--- src/verilog/tcs_pkg.sv ---
// Purpose: shared constants for the timer channel status flag block
// Assumes: 32-bit classic Wishbone slave, byte addresses, one word per register
// Notes: event flag layout is identical in every channel; unused bits are masked per channel
package tcs_pkg;

  // widths
  localparam int unsigned TCS_NUM_CH = 3;
  localparam int unsigned TCS_CNT_W = 16;
  localparam int unsigned TCS_FLAG_W = 6;
  localparam int unsigned TCS_ADR_W = 8;
  localparam int unsigned TCS_NUM_GR = 8;

  // counter wrap points
  localparam logic [15:0] TCS_CNT_ZERO = 16'h0000;
  localparam logic [15:0] TCS_CNT_ONES = 16'hFFFF;

  // register byte offsets
  localparam logic [7:0] TCS_OFS_STATUS0 = 8'h00;
  localparam logic [7:0] TCS_OFS_STATUS1 = 8'h04;
  localparam logic [7:0] TCS_OFS_STATUS2 = 8'h08;
  localparam logic [7:0] TCS_OFS_IRQEN0 = 8'h0C;
  localparam logic [7:0] TCS_OFS_IRQEN1 = 8'h10;
  localparam logic [7:0] TCS_OFS_IRQEN2 = 8'h14;
  localparam logic [7:0] TCS_OFS_EVSTAT = 8'h18;
  localparam logic [7:0] TCS_OFS_EVMASK = 8'h1C;

  // status register field positions
  localparam int unsigned TCS_BIT_DIR = 7;
  localparam int unsigned TCS_BIT_RSV = 6;
  localparam int unsigned TCS_BIT_UNF = 5;
  localparam int unsigned TCS_BIT_OVF = 4;
  localparam int unsigned TCS_BIT_EVD = 3;
  localparam int unsigned TCS_BIT_EVC = 2;
  localparam int unsigned TCS_BIT_EVB = 1;
  localparam int unsigned TCS_BIT_EVA = 0;

  // which event flags exist per channel kind
  localparam logic [5:0] TCS_IMPL_CH0 = 6'h1F;
  localparam logic [5:0] TCS_IMPL_CH12 = 6'h33;

  // reset values
  localparam logic [7:0] TCS_RST_STATUS_CH0 = 8'h40;
  localparam logic [7:0] TCS_RST_STATUS_CH12 = 8'hC0;
  localparam logic [5:0] TCS_RST_IRQEN = 6'h00;
  localparam logic [2:0] TCS_RST_EV = 3'h0;

endpackage

--- src/verilog/tcs_gr_event.sv ---
// Purpose: event detection for one general register (compare match or capture)
// Assumes: counter, register value, role and capture strobe are synchronous to ref_clk
// Notes: one-cycle pulse output, registered
`timescale 1ns/10ps
module tcs_gr_event (
  // clock and reset
  input wire logic ref_clk,
  input wire logic srst,
  // datapath view
  input wire logic [tcs_pkg::TCS_CNT_W-1:0] count,
  input wire logic [tcs_pkg::TCS_CNT_W-1:0] grValue,
  input wire logic roleCapture,
  input wire logic captureStb,
  // result
  output logic evt
);
  import tcs_pkg::*;

  logic wasEqual;
  wire isEqual = (count == grValue);
  // only the moment of becoming equal counts, so a stopped counter does not re-flag
  wire matchEdge = !roleCapture && isEqual && !wasEqual;
  wire capHit = roleCapture && captureStb;

  // remember equality to find the rising edge
  always_ff @(posedge ref_clk) begin
    if (srst) begin
      wasEqual <= 1'b1;
      evt <= 1'b0;
    end else begin
      wasEqual <= isEqual;
      evt <= matchEdge || capHit;
    end
  end
endmodule

--- src/verilog/tcs_chan_flags.sv ---
// Purpose: status register of one timer channel
// Assumes: bus side gives one-cycle write and read-commit strobes
// Notes: a flag clears only after it was returned as 1 on a read
`timescale 1ns/10ps
module tcs_chan_flags #(
  parameter logic [5:0] IMPL = 6'h1F,
  parameter bit HAS_DIR = 1'b0
) (
  // clock and reset
  input wire logic ref_clk,
  input wire logic srst,
  // counter view
  input wire logic [tcs_pkg::TCS_CNT_W-1:0] count,
  input wire logic countUp,
  input wire logic [3:0] grEvt,
  // bus side
  input wire logic wrEn,
  input wire logic [7:0] wrData,
  input wire logic rdEn,
  input wire logic [7:0] rdData,
  // results
  output logic [7:0] status,
  output logic anySet
);
  import tcs_pkg::*;

  logic [TCS_CNT_W-1:0] prevCount;
  logic [5:0] flag;
  logic [5:0] armed;
  logic dirUp;

  // wraps seen between two consecutive samples of the counter
  wire ovf = (prevCount == TCS_CNT_ONES) && (count == TCS_CNT_ZERO);
  wire unf = (prevCount == TCS_CNT_ZERO) && (count == TCS_CNT_ONES);
  wire [5:0] setEv = {unf, ovf, grEvt} & IMPL;
  // write of 0 clears only an armed flag; writing 1 does nothing
  wire [5:0] clr = {6{wrEn}} & ~wrData[5:0] & armed;
  wire [5:0] next_flag = IMPL & (setEv | (flag & ~clr));
  wire [5:0] next_armed = IMPL & ((armed & ~({6{wrEn}} & ~wrData[5:0])) | ({6{rdEn}} & rdData[5:0]));

  assign status = {HAS_DIR & dirUp, 1'b1, flag};
  assign anySet = |setEv;

  // flags, arming and direction
  always_ff @(posedge ref_clk) begin
    if (srst) begin
      prevCount <= TCS_CNT_ZERO;
      flag <= 6'h00;
      armed <= 6'h00;
      dirUp <= 1'b1;
    end else begin
      prevCount <= count;
      flag <= next_flag;
      armed <= next_armed;
      dirUp <= countUp;
    end
  end
endmodule

--- src/verilog/tcs_top.sv ---
// Purpose: status flags of a three-channel 16-bit timer, read and cleared over Wishbone
// Assumes: counter values, register roles and capture strobes come from the timer datapath
// Notes: one status register per channel, interrupt enables, sticky event summary with mask
//
// Our own choices: the Wishbone slave port and the placing of the registers.
`timescale 1ns/10ps
module tcs_top (
  // clock and reset
  input wire logic ref_clk,
  input wire logic srst,
  // wishbone slave
  input wire logic cyc_i,
  input wire logic stb_i,
  input wire logic we_i,
  input wire logic [tcs_pkg::TCS_ADR_W-1:0] adr_i,
  input wire logic [3:0] sel_i,
  input wire logic [31:0] dat_i,
  output logic [31:0] dat_o,
  output logic ack_o,
  // channel 0 datapath
  input wire logic [tcs_pkg::TCS_CNT_W-1:0] count0,
  input wire logic [tcs_pkg::TCS_CNT_W-1:0] grA0,
  input wire logic [tcs_pkg::TCS_CNT_W-1:0] grB0,
  input wire logic [tcs_pkg::TCS_CNT_W-1:0] grC0,
  input wire logic [tcs_pkg::TCS_CNT_W-1:0] grD0,
  input wire logic [3:0] roleCapture0,
  input wire logic [3:0] captureStb0,
  // channel 1 datapath
  input wire logic [tcs_pkg::TCS_CNT_W-1:0] count1,
  input wire logic countUp1,
  input wire logic [tcs_pkg::TCS_CNT_W-1:0] grA1,
  input wire logic [tcs_pkg::TCS_CNT_W-1:0] grB1,
  input wire logic [1:0] roleCapture1,
  input wire logic [1:0] captureStb1,
  // channel 2 datapath
  input wire logic [tcs_pkg::TCS_CNT_W-1:0] count2,
  input wire logic countUp2,
  input wire logic [tcs_pkg::TCS_CNT_W-1:0] grA2,
  input wire logic [tcs_pkg::TCS_CNT_W-1:0] grB2,
  input wire logic [1:0] roleCapture2,
  input wire logic [1:0] captureStb2,
  // interrupt requests
  output logic [5:0] chanIrq0,
  output logic [5:0] chanIrq1,
  output logic [5:0] chanIrq2,
  output logic irq
);
  import tcs_pkg::*;

  // the detectors all share one shape, so the channel datapath is flattened
  // into arrays first; channels 1 and 2 simply have two slots each
  // per-register datapath gathered into arrays, order A0 B0 C0 D0 A1 B1 A2 B2
  logic [TCS_CNT_W-1:0] grCount [TCS_NUM_GR];
  logic [TCS_CNT_W-1:0] grVal [TCS_NUM_GR];
  logic [TCS_NUM_GR-1:0] grRole;
  logic [TCS_NUM_GR-1:0] grCap;
  logic [TCS_NUM_GR-1:0] grEvt;

  assign grCount[0] = count0;
  assign grCount[1] = count0;
  assign grCount[2] = count0;
  assign grCount[3] = count0;
  assign grCount[4] = count1;
  assign grCount[5] = count1;
  assign grCount[6] = count2;
  assign grCount[7] = count2;
  assign grVal[0] = grA0;
  assign grVal[1] = grB0;
  assign grVal[2] = grC0;
  assign grVal[3] = grD0;
  assign grVal[4] = grA1;
  assign grVal[5] = grB1;
  assign grVal[6] = grA2;
  assign grVal[7] = grB2;
  // role and strobe vectors follow the same slot order as the arrays
  assign grRole = {roleCapture2, roleCapture1, roleCapture0};
  assign grCap = {captureStb2, captureStb1, captureStb0};

  // one detector per general register
  // each detector registers its pulse, so a flag shows two edges after the
  // equality or strobe; overflow and underflow show one edge after the wrap
  genvar g;
  generate
    for (g = 0; g < TCS_NUM_GR; g++) begin : gen_gr
      tcs_gr_event u_ev (
        .ref_clk(ref_clk),
        .srst(srst),
        .count(grCount[g]),
        .grValue(grVal[g]),
        .roleCapture(grRole[g]),
        .captureStb(grCap[g]),
        .evt(grEvt[g])
      );
    end
  endgenerate

  // bus decode; a write or read takes effect at the edge where ack is seen high
  // the slave answers every request, mapped or not, so a stray address cannot
  // hang the master; unmapped writes are dropped and unmapped reads give zero
  // sel_i[0] gates writes because every register lives in the low byte
  // a read commits on the same edge a write would, so arming and clearing share timing
  wire busReq = cyc_i && stb_i;
  wire busCommit = busReq && ack_o;
  wire wrCommit = busCommit && we_i && sel_i[0];
  wire rdCommit = busCommit && !we_i;
  wire hitSt0 = (adr_i == TCS_OFS_STATUS0);
  wire hitSt1 = (adr_i == TCS_OFS_STATUS1);
  wire hitSt2 = (adr_i == TCS_OFS_STATUS2);
  wire hitEn0 = (adr_i == TCS_OFS_IRQEN0);
  wire hitEn1 = (adr_i == TCS_OFS_IRQEN1);
  wire hitEn2 = (adr_i == TCS_OFS_IRQEN2);
  wire hitEvS = (adr_i == TCS_OFS_EVSTAT);
  wire hitEvM = (adr_i == TCS_OFS_EVMASK);
  wire [2:0] stWr = {3{wrCommit}} & {hitSt2, hitSt1, hitSt0};
  // arming uses the very byte that was handed to the master
  // a flag set after the read data was frozen is not armed, so software
  // can never clear an event it has not seen
  wire [2:0] stRd = {3{rdCommit}} & {hitSt2, hitSt1, hitSt0};
  wire [7:0] rdByte = dat_o[7:0];

  // three channel status registers
  // channel 0 owns all four general registers and no direction bit;
  // channels 1 and 2 own two registers, a direction bit and underflow
  // all three see the same write byte; only the addressed one acts on it
  logic [7:0] status0;
  logic [7:0] status1;
  logic [7:0] status2;
  logic [2:0] chanSet;

  tcs_chan_flags #(
    .IMPL(TCS_IMPL_CH0),
    .HAS_DIR(1'b0)
  ) u_ch0 (
    .ref_clk(ref_clk),
    .srst(srst),
    .count(count0),
    .countUp(1'b1),
    .grEvt(grEvt[3:0]),
    .wrEn(stWr[0]),
    .wrData(dat_i[7:0]),
    .rdEn(stRd[0]),
    .rdData(rdByte),
    .status(status0),
    .anySet(chanSet[0])
  );

  tcs_chan_flags #(
    .IMPL(TCS_IMPL_CH12),
    .HAS_DIR(1'b1)
  ) u_ch1 (
    .ref_clk(ref_clk),
    .srst(srst),
    .count(count1),
    .countUp(countUp1),
    .grEvt({2'b00, grEvt[5:4]}),
    .wrEn(stWr[1]),
    .wrData(dat_i[7:0]),
    .rdEn(stRd[1]),
    .rdData(rdByte),
    .status(status1),
    .anySet(chanSet[1])
  );

  tcs_chan_flags #(
    .IMPL(TCS_IMPL_CH12),
    .HAS_DIR(1'b1)
  ) u_ch2 (
    .ref_clk(ref_clk),
    .srst(srst),
    .count(count2),
    .countUp(countUp2),
    .grEvt({2'b00, grEvt[7:6]}),
    .wrEn(stWr[2]),
    .wrData(dat_i[7:0]),
    .rdEn(stRd[2]),
    .rdData(rdByte),
    .status(status2),
    .anySet(chanSet[2])
  );

  // interrupt enables per channel, same layout as the flags
  logic [5:0] irqEn0;
  logic [5:0] irqEn1;
  logic [5:0] irqEn2;
  // missing flags cannot be enabled either
  // unimplemented enable bits read back as zero, like their flags
  // writes with sel_i[0] low leave the enables untouched
  wire [5:0] next_irqEn0 = (wrCommit && hitEn0) ? (dat_i[5:0] & TCS_IMPL_CH0) : irqEn0;
  wire [5:0] next_irqEn1 = (wrCommit && hitEn1) ? (dat_i[5:0] & TCS_IMPL_CH12) : irqEn1;
  wire [5:0] next_irqEn2 = (wrCommit && hitEn2) ? (dat_i[5:0] & TCS_IMPL_CH12) : irqEn2;

  always_ff @(posedge ref_clk) begin
    if (srst) begin
      irqEn0 <= TCS_RST_IRQEN;
      irqEn1 <= TCS_RST_IRQEN;
      irqEn2 <= TCS_RST_IRQEN;
    end else begin
      irqEn0 <= next_irqEn0;
      irqEn1 <= next_irqEn1;
      irqEn2 <= next_irqEn2;
    end
  end

  // sticky per-channel event summary, write one to clear, set wins
  // the summary lets one level line stand for all three channels; software
  // finds the channel here, then reads that channel's status register
  // a channel event in the same cycle as a clear keeps the bit set
  logic [2:0] evStat;
  logic [2:0] evMask;
  wire [2:0] evClr = (wrCommit && hitEvS) ? dat_i[2:0] : 3'h0;
  wire [2:0] next_evStat = chanSet | (evStat & ~evClr);
  wire [2:0] next_evMask = (wrCommit && hitEvM) ? dat_i[2:0] : evMask;

  always_ff @(posedge ref_clk) begin
    if (srst) begin
      evStat <= TCS_RST_EV;
      evMask <= TCS_RST_EV;
    end else begin
      evStat <= next_evStat;
      evMask <= next_evMask;
    end
  end

  // request lines: flag and enable, one cycle of register delay
  // each channel request follows the flag level, so it drops as soon as software
  // clears the flag or the enable; irq follows the sticky summary and the mask;
  // nothing here is edge triggered
  // registered so that every output of the block comes straight from a flop
  wire [5:0] next_chanIrq0 = status0[5:0] & irqEn0;
  wire [5:0] next_chanIrq1 = status1[5:0] & irqEn1;
  wire [5:0] next_chanIrq2 = status2[5:0] & irqEn2;
  wire next_irq = |(evStat & evMask);

  always_ff @(posedge ref_clk) begin
    if (srst) begin
      chanIrq0 <= 6'h00;
      chanIrq1 <= 6'h00;
      chanIrq2 <= 6'h00;
      irq <= 1'b0;
    end else begin
      chanIrq0 <= next_chanIrq0;
      chanIrq1 <= next_chanIrq1;
      chanIrq2 <= next_chanIrq2;
      irq <= next_irq;
    end
  end

  // read mux; unmapped addresses answer with zero
  // addresses are exclusive, so the priority order of this chain is immaterial
  logic [31:0] rdMux;
  always_comb begin
    rdMux = 32'h00000000;
    if (hitSt0) begin
      rdMux = {24'h000000, status0};
    end else if (hitSt1) begin
      rdMux = {24'h000000, status1};
    end else if (hitSt2) begin
      rdMux = {24'h000000, status2};
    end else if (hitEn0) begin
      rdMux = {26'h0000000, irqEn0};
    end else if (hitEn1) begin
      rdMux = {26'h0000000, irqEn1};
    end else if (hitEn2) begin
      rdMux = {26'h0000000, irqEn2};
    end else if (hitEvS) begin
      rdMux = {29'h00000000, evStat};
    end else if (hitEvM) begin
      rdMux = {29'h00000000, evMask};
    end
  end

  // ack one cycle after the request, dropped the cycle after; data frozen with ack
  // a zero-wait answer is traded away: the read data is registered so that the
  // value armed on the commit edge is exactly the value the master took
  // dat_o keeps the last answer between accesses; only ack_o qualifies it
  wire next_ack = busReq && !ack_o;
  wire [31:0] next_dat = next_ack ? rdMux : dat_o;

  always_ff @(posedge ref_clk) begin
    if (srst) begin
      ack_o <= 1'b0;
      dat_o <= 32'h00000000;
    end else begin
      ack_o <= next_ack;
      dat_o <= next_dat;
    end
  end
endmodule

--- config.mk ---
export PLATFORM = sky130hd
export DESIGN_NAME = tcs_top
export DESIGN_NICKNAME = d
export VERILOG_FILES = /design/src/verilog/tcs_pkg.sv /design/src/verilog/tcs_gr_event.sv /design/src/verilog/tcs_chan_flags.sv /design/src/verilog/tcs_top.sv
export SDC_FILE = /design/constraint.sdc
export NUM_CORES = 1
export LEC_CHECK = 0
export BUFFER_PORTS_ARGS = -buffer_cell sky130_fd_sc_hd__clkbuf_2
export CAP_MARGIN = 20
export CORE_UTILIZATION = 52
export DETAILED_ROUTE_END_ITERATION = 8
export PLACE_DENSITY = 0.87
export SLEW_MARGIN = 15
export SYNTH_ARGS = -nofsm -noshare
export SYNTH_HDL_FRONTEND = slang
export SYNTH_SLANG_ARGS = --single-unit
--- constraint.sdc ---
create_clock -name ref_clk -period 4.9 [get_ports ref_clk]
set_input_delay 0.49 -clock ref_clk [delete_from_list [all_inputs] [get_ports ref_clk]]
set_output_delay 0.49 -clock ref_clk [all_outputs]
set_load 0.005 [all_outputs]
==> results.sh <==
export IMPL_status="completed"
export IMPL_coreArea_um2=12600
export IMPL_dpl_cell_area_um2=7870
export IMPL_endpoint_kind="flop"
export IMPL_ir_drop_v=0.000255
export IMPL_ys_ff_latch=134
export IMPL_worstSetupPathType="input port to flop"
export IMPL_fill_cells=992
export IMPL_final_nets=1226
export IMPL_worst_pin_slew_ns=1.22
export IMPL_ys_flop_type="dfxtp_1"
export IMPL_firstDrtPassIters=5
export IMPL_fin_ws_ns=2.31
export IMPL_numCtsBuffers=17
export IMPL_vias_per_cell=5.54
export IMPL_setup_viol_count_final=0
export IMPL_finalWeightedCongestion=0.908
export IMPL_slowest_stage="nor4_2"
export IMPL_synth_cells=772
export IMPL_crit_path_start_kind="input port"
export IMPL_power_density_nw_per_um2=346
export IMPL_track_usage_pct=27.4
export IMPL_initial_core_util_pct=53.4
export IMPL_drc=0
export IMPL_async_reset_ff_share_pct=0
export IMPL_post_cts_setup_buffers=0
export IMPL_critPathLaunch="adr_i[1]"
export IMPL_final_common_cell="clkbuf_2"
export IMPL_area_growth_pct=27.3
export IMPL_path_cells="clkbuf_2, or4_1, nor4_2, nand3_1, a21oi_1"
export IMPL_total_leakage_power_nw=3.64
export IMPL_drive_gt1_share_pct=28.3
export IMPL_hp_start="countUp1"
export IMPL_floorplan_rows=41
export IMPL_post_drt_wl_per_cell_um=15.6
export IMPL_grt_pass1_vias=6095
export IMPL_fin_crit_sh_pct=52.8
export IMPL_rsz0062_at_grt="no"
export IMPL_clock_skew_ns=0.00663
export IMPL_port_buffers=236
export IMPL_h_tree_depth=4
export IMPL_layout_common_cells="clkbuf_2, dfxtp_1, xor2_1, nor4_1, nor2b_1"
export IMPL_fp_dieW_um=116
export IMPL_clk_path_buf_depth=2
export IMPL_vias=6468
export IMPL_cts_resized=0
export IMPL_multiInputGateArea_um2=3730
export IMPL_syn_area_um2=6740
export IMPL_grt_max_degree=57
export IMPL_synth_cell_type_count=45
export IMPL_drt_iter0_drc=564
export IMPL_die_h_um=116
export IMPL_hold_violations=0
export IMPL_synth_edf_count=0
export IMPL_relSlewSlack_pct=17.8
export IMPL_wl_um=18200
export IMPL_max_stage_delay_ns=1.11
export IMPL_dp_hpwl_um=13600
export IMPL_yosys_warnings=0
export IMPL_dp_slack_ns=2.19
export IMPL_root_buffer="clkbuf_16"
export IMPL_finalInstanceArea_um2=8570
export IMPL_crit_required_ns=5.21
export IMPL_synth_avg_cell_area_um2=8.73
export IMPL_r2r_start="ack_o"
export IMPL_synth_seq_area_share_pct=39.8
export IMPL_grt_pass1_wl_um=28600
export IMPL_final_max_slew_viol_count=0
export IMPL_register_area_um2=2680
export IMPL_min_period_ns=2.59
export IMPL_grt_overflow=0
export IMPL_max_cap_violations=0
export IMPL_ctsHoldBuffers=0
export IMPL_dieArea_um2=13400
export IMPL_antenna_cells=0
export IMPL_fin_setup_tns_ns=0
export IMPL_arrival_ns=2.89
export IMPL_drtAntennaViolNets=0
export IMPL_clk_latency_ns=0.40
export IMPL_fmax_ghz=0.387
export IMPL_antenna_found_initial=1
export IMPL_boundaryPins=295
export IMPL_cp_max_fo=11
export IMPL_cts_tree="built"
export IMPL_cts_clk_slew_worst_paths_ns=0.06
export IMPL_hp_class="input port to flop"
export IMPL_clock_sinks=134
-- logic make-up (layout without fill, tap and decap cells) --
group | Yosys count | after routing | synth area share (%)
compound gates | 114 | 114 | 9.68
xor+xnor | 128 | 128 | 16.6
buf+inv | 86 | 282 | 6.46
flops | 134 | 134 | 39.8
mux | 6 | 6 | 1.65
other cells | 1 | 29 | 0.0557
simple gates | 303 | 303 | 25.7
-- registers in the layout (all words and copies together), names as in the netlist, 3 cells and up --
signal / cells
irqEn0: 5
gen_gr.u_ev.evt: 8
u_ch2.armed: 4
u_ch2.prevCount: 16
irqEn1: 4
u_ch1.prevCount: 16
u_ch1.armed: 4
u_ch0.armed: 5
irqEn2: 4
chanIrq0: 5
chanIrq2: 4
gen_gr.u_ev.wasEqual: 8
evStat: 3
u_ch0.prevCount: 16
u_ch2.flag: 4
u_ch1.flag: 4
u_ch0.flag: 5
chanIrq1: 4
evMask: 3
dat_o: 8
-- per-stage QoR --
| step | total power, mW | util (%) | hold slack, ns | std cells |
|---|---|---|---|---|
| 3_5_place_dp | 1.48 | 62.4 | 0.443 | 1136 |
| 6_report | 2.96 | 67.9 | 0.274 | 1168 |
| 3_3_place_gp | 1.48 | 62.4 | 0.436 | 1136 |
| 2_1_floorplan | 1.35 | - | 0.416 | 800 |
| 4_1_cts | 2.97 | 67.9 | 0.262 | 1168 |
| 5_1_grt | 3.07 | 67.9 | 0.269 | 1168 |
-- worst max-delay path, delay by kind of cell --
family,cells,cell delay [ns]
and+or+nand+nor,3,2.05
buffers and inverters,1,0.09
AOI/OAI and AO/OA,1,0.26
-- worst paths after layout --
| path | slack [ns] | depth (start not counted) | to |
|---|---|---|---|
| setup / recovery | 2.31 | 5 | irqEn1[0] |
| hold / removal | 0.27 | 2 | u_ch1.dirUp |
| setup reg to reg | 2.73 | 4 | irqEn1[0] |
| hold reg to reg | 0.45 | 2 | u_ch1.flag[0] |
-- report_power, final --
part           switching [mW]  total, mW  internal, mW
logic                   0.176      0.322         0.146
registers              0.0195       1.15          1.13
clock network           0.461       1.50          1.03
total                   0.657       2.96          2.31
-- layer usage --
metal | track usage (%) | wire length (um) | vias to the layer above
met1 | 33.0 | 7210 | 2926
met3 | 5.54 | 1380 | 67
met5 | 0 | 13 | -
met4 | 13.1 | 597 | 2
li1 | - | - | 3097
met2 | 47.0 | 9040 | 376
-- Yosys cell counts (10+ instances only) --
| master | count | area share [%] |
|---|---|---|
| a21oi_1 | 34 | 2.5 |
| buf_4 | 29 | 3.2 |
| clkbuf_1 | 39 | 2.2 |
| dfxtp_1 | 134 | 40 |
| inv_1 | 12 | 0.67 |
| nand2_1 | 46 | 2.6 |
| nand2b_1 | 17 | 1.6 |
| nand3_1 | 21 | 1.6 |
| nand4_1 | 31 | 2.9 |
| nor2_1 | 27 | 1.5 |
| nor2b_1 | 58 | 5.4 |
| nor4_1 | 61 | 5.7 |
| o21ai_0 | 37 | 2.7 |
| o21ai_1 | 11 | 0.82 |
| o22ai_1 | 10 | 0.93 |
| xor2_1 | 128 | 17 |
-- area by class of cell --
type                    count  share of cell area (%)
inverters                  12                   0.525
well taps                 172                    2.51
clock buffers              20                    5.33
multi-input cells         580                    43.5
flip-flops and latches    134                    31.3
repair buffers            238                    14.0
clock inverters            12                    2.87
Note: power is estimated with default switching activity, not from simulation.
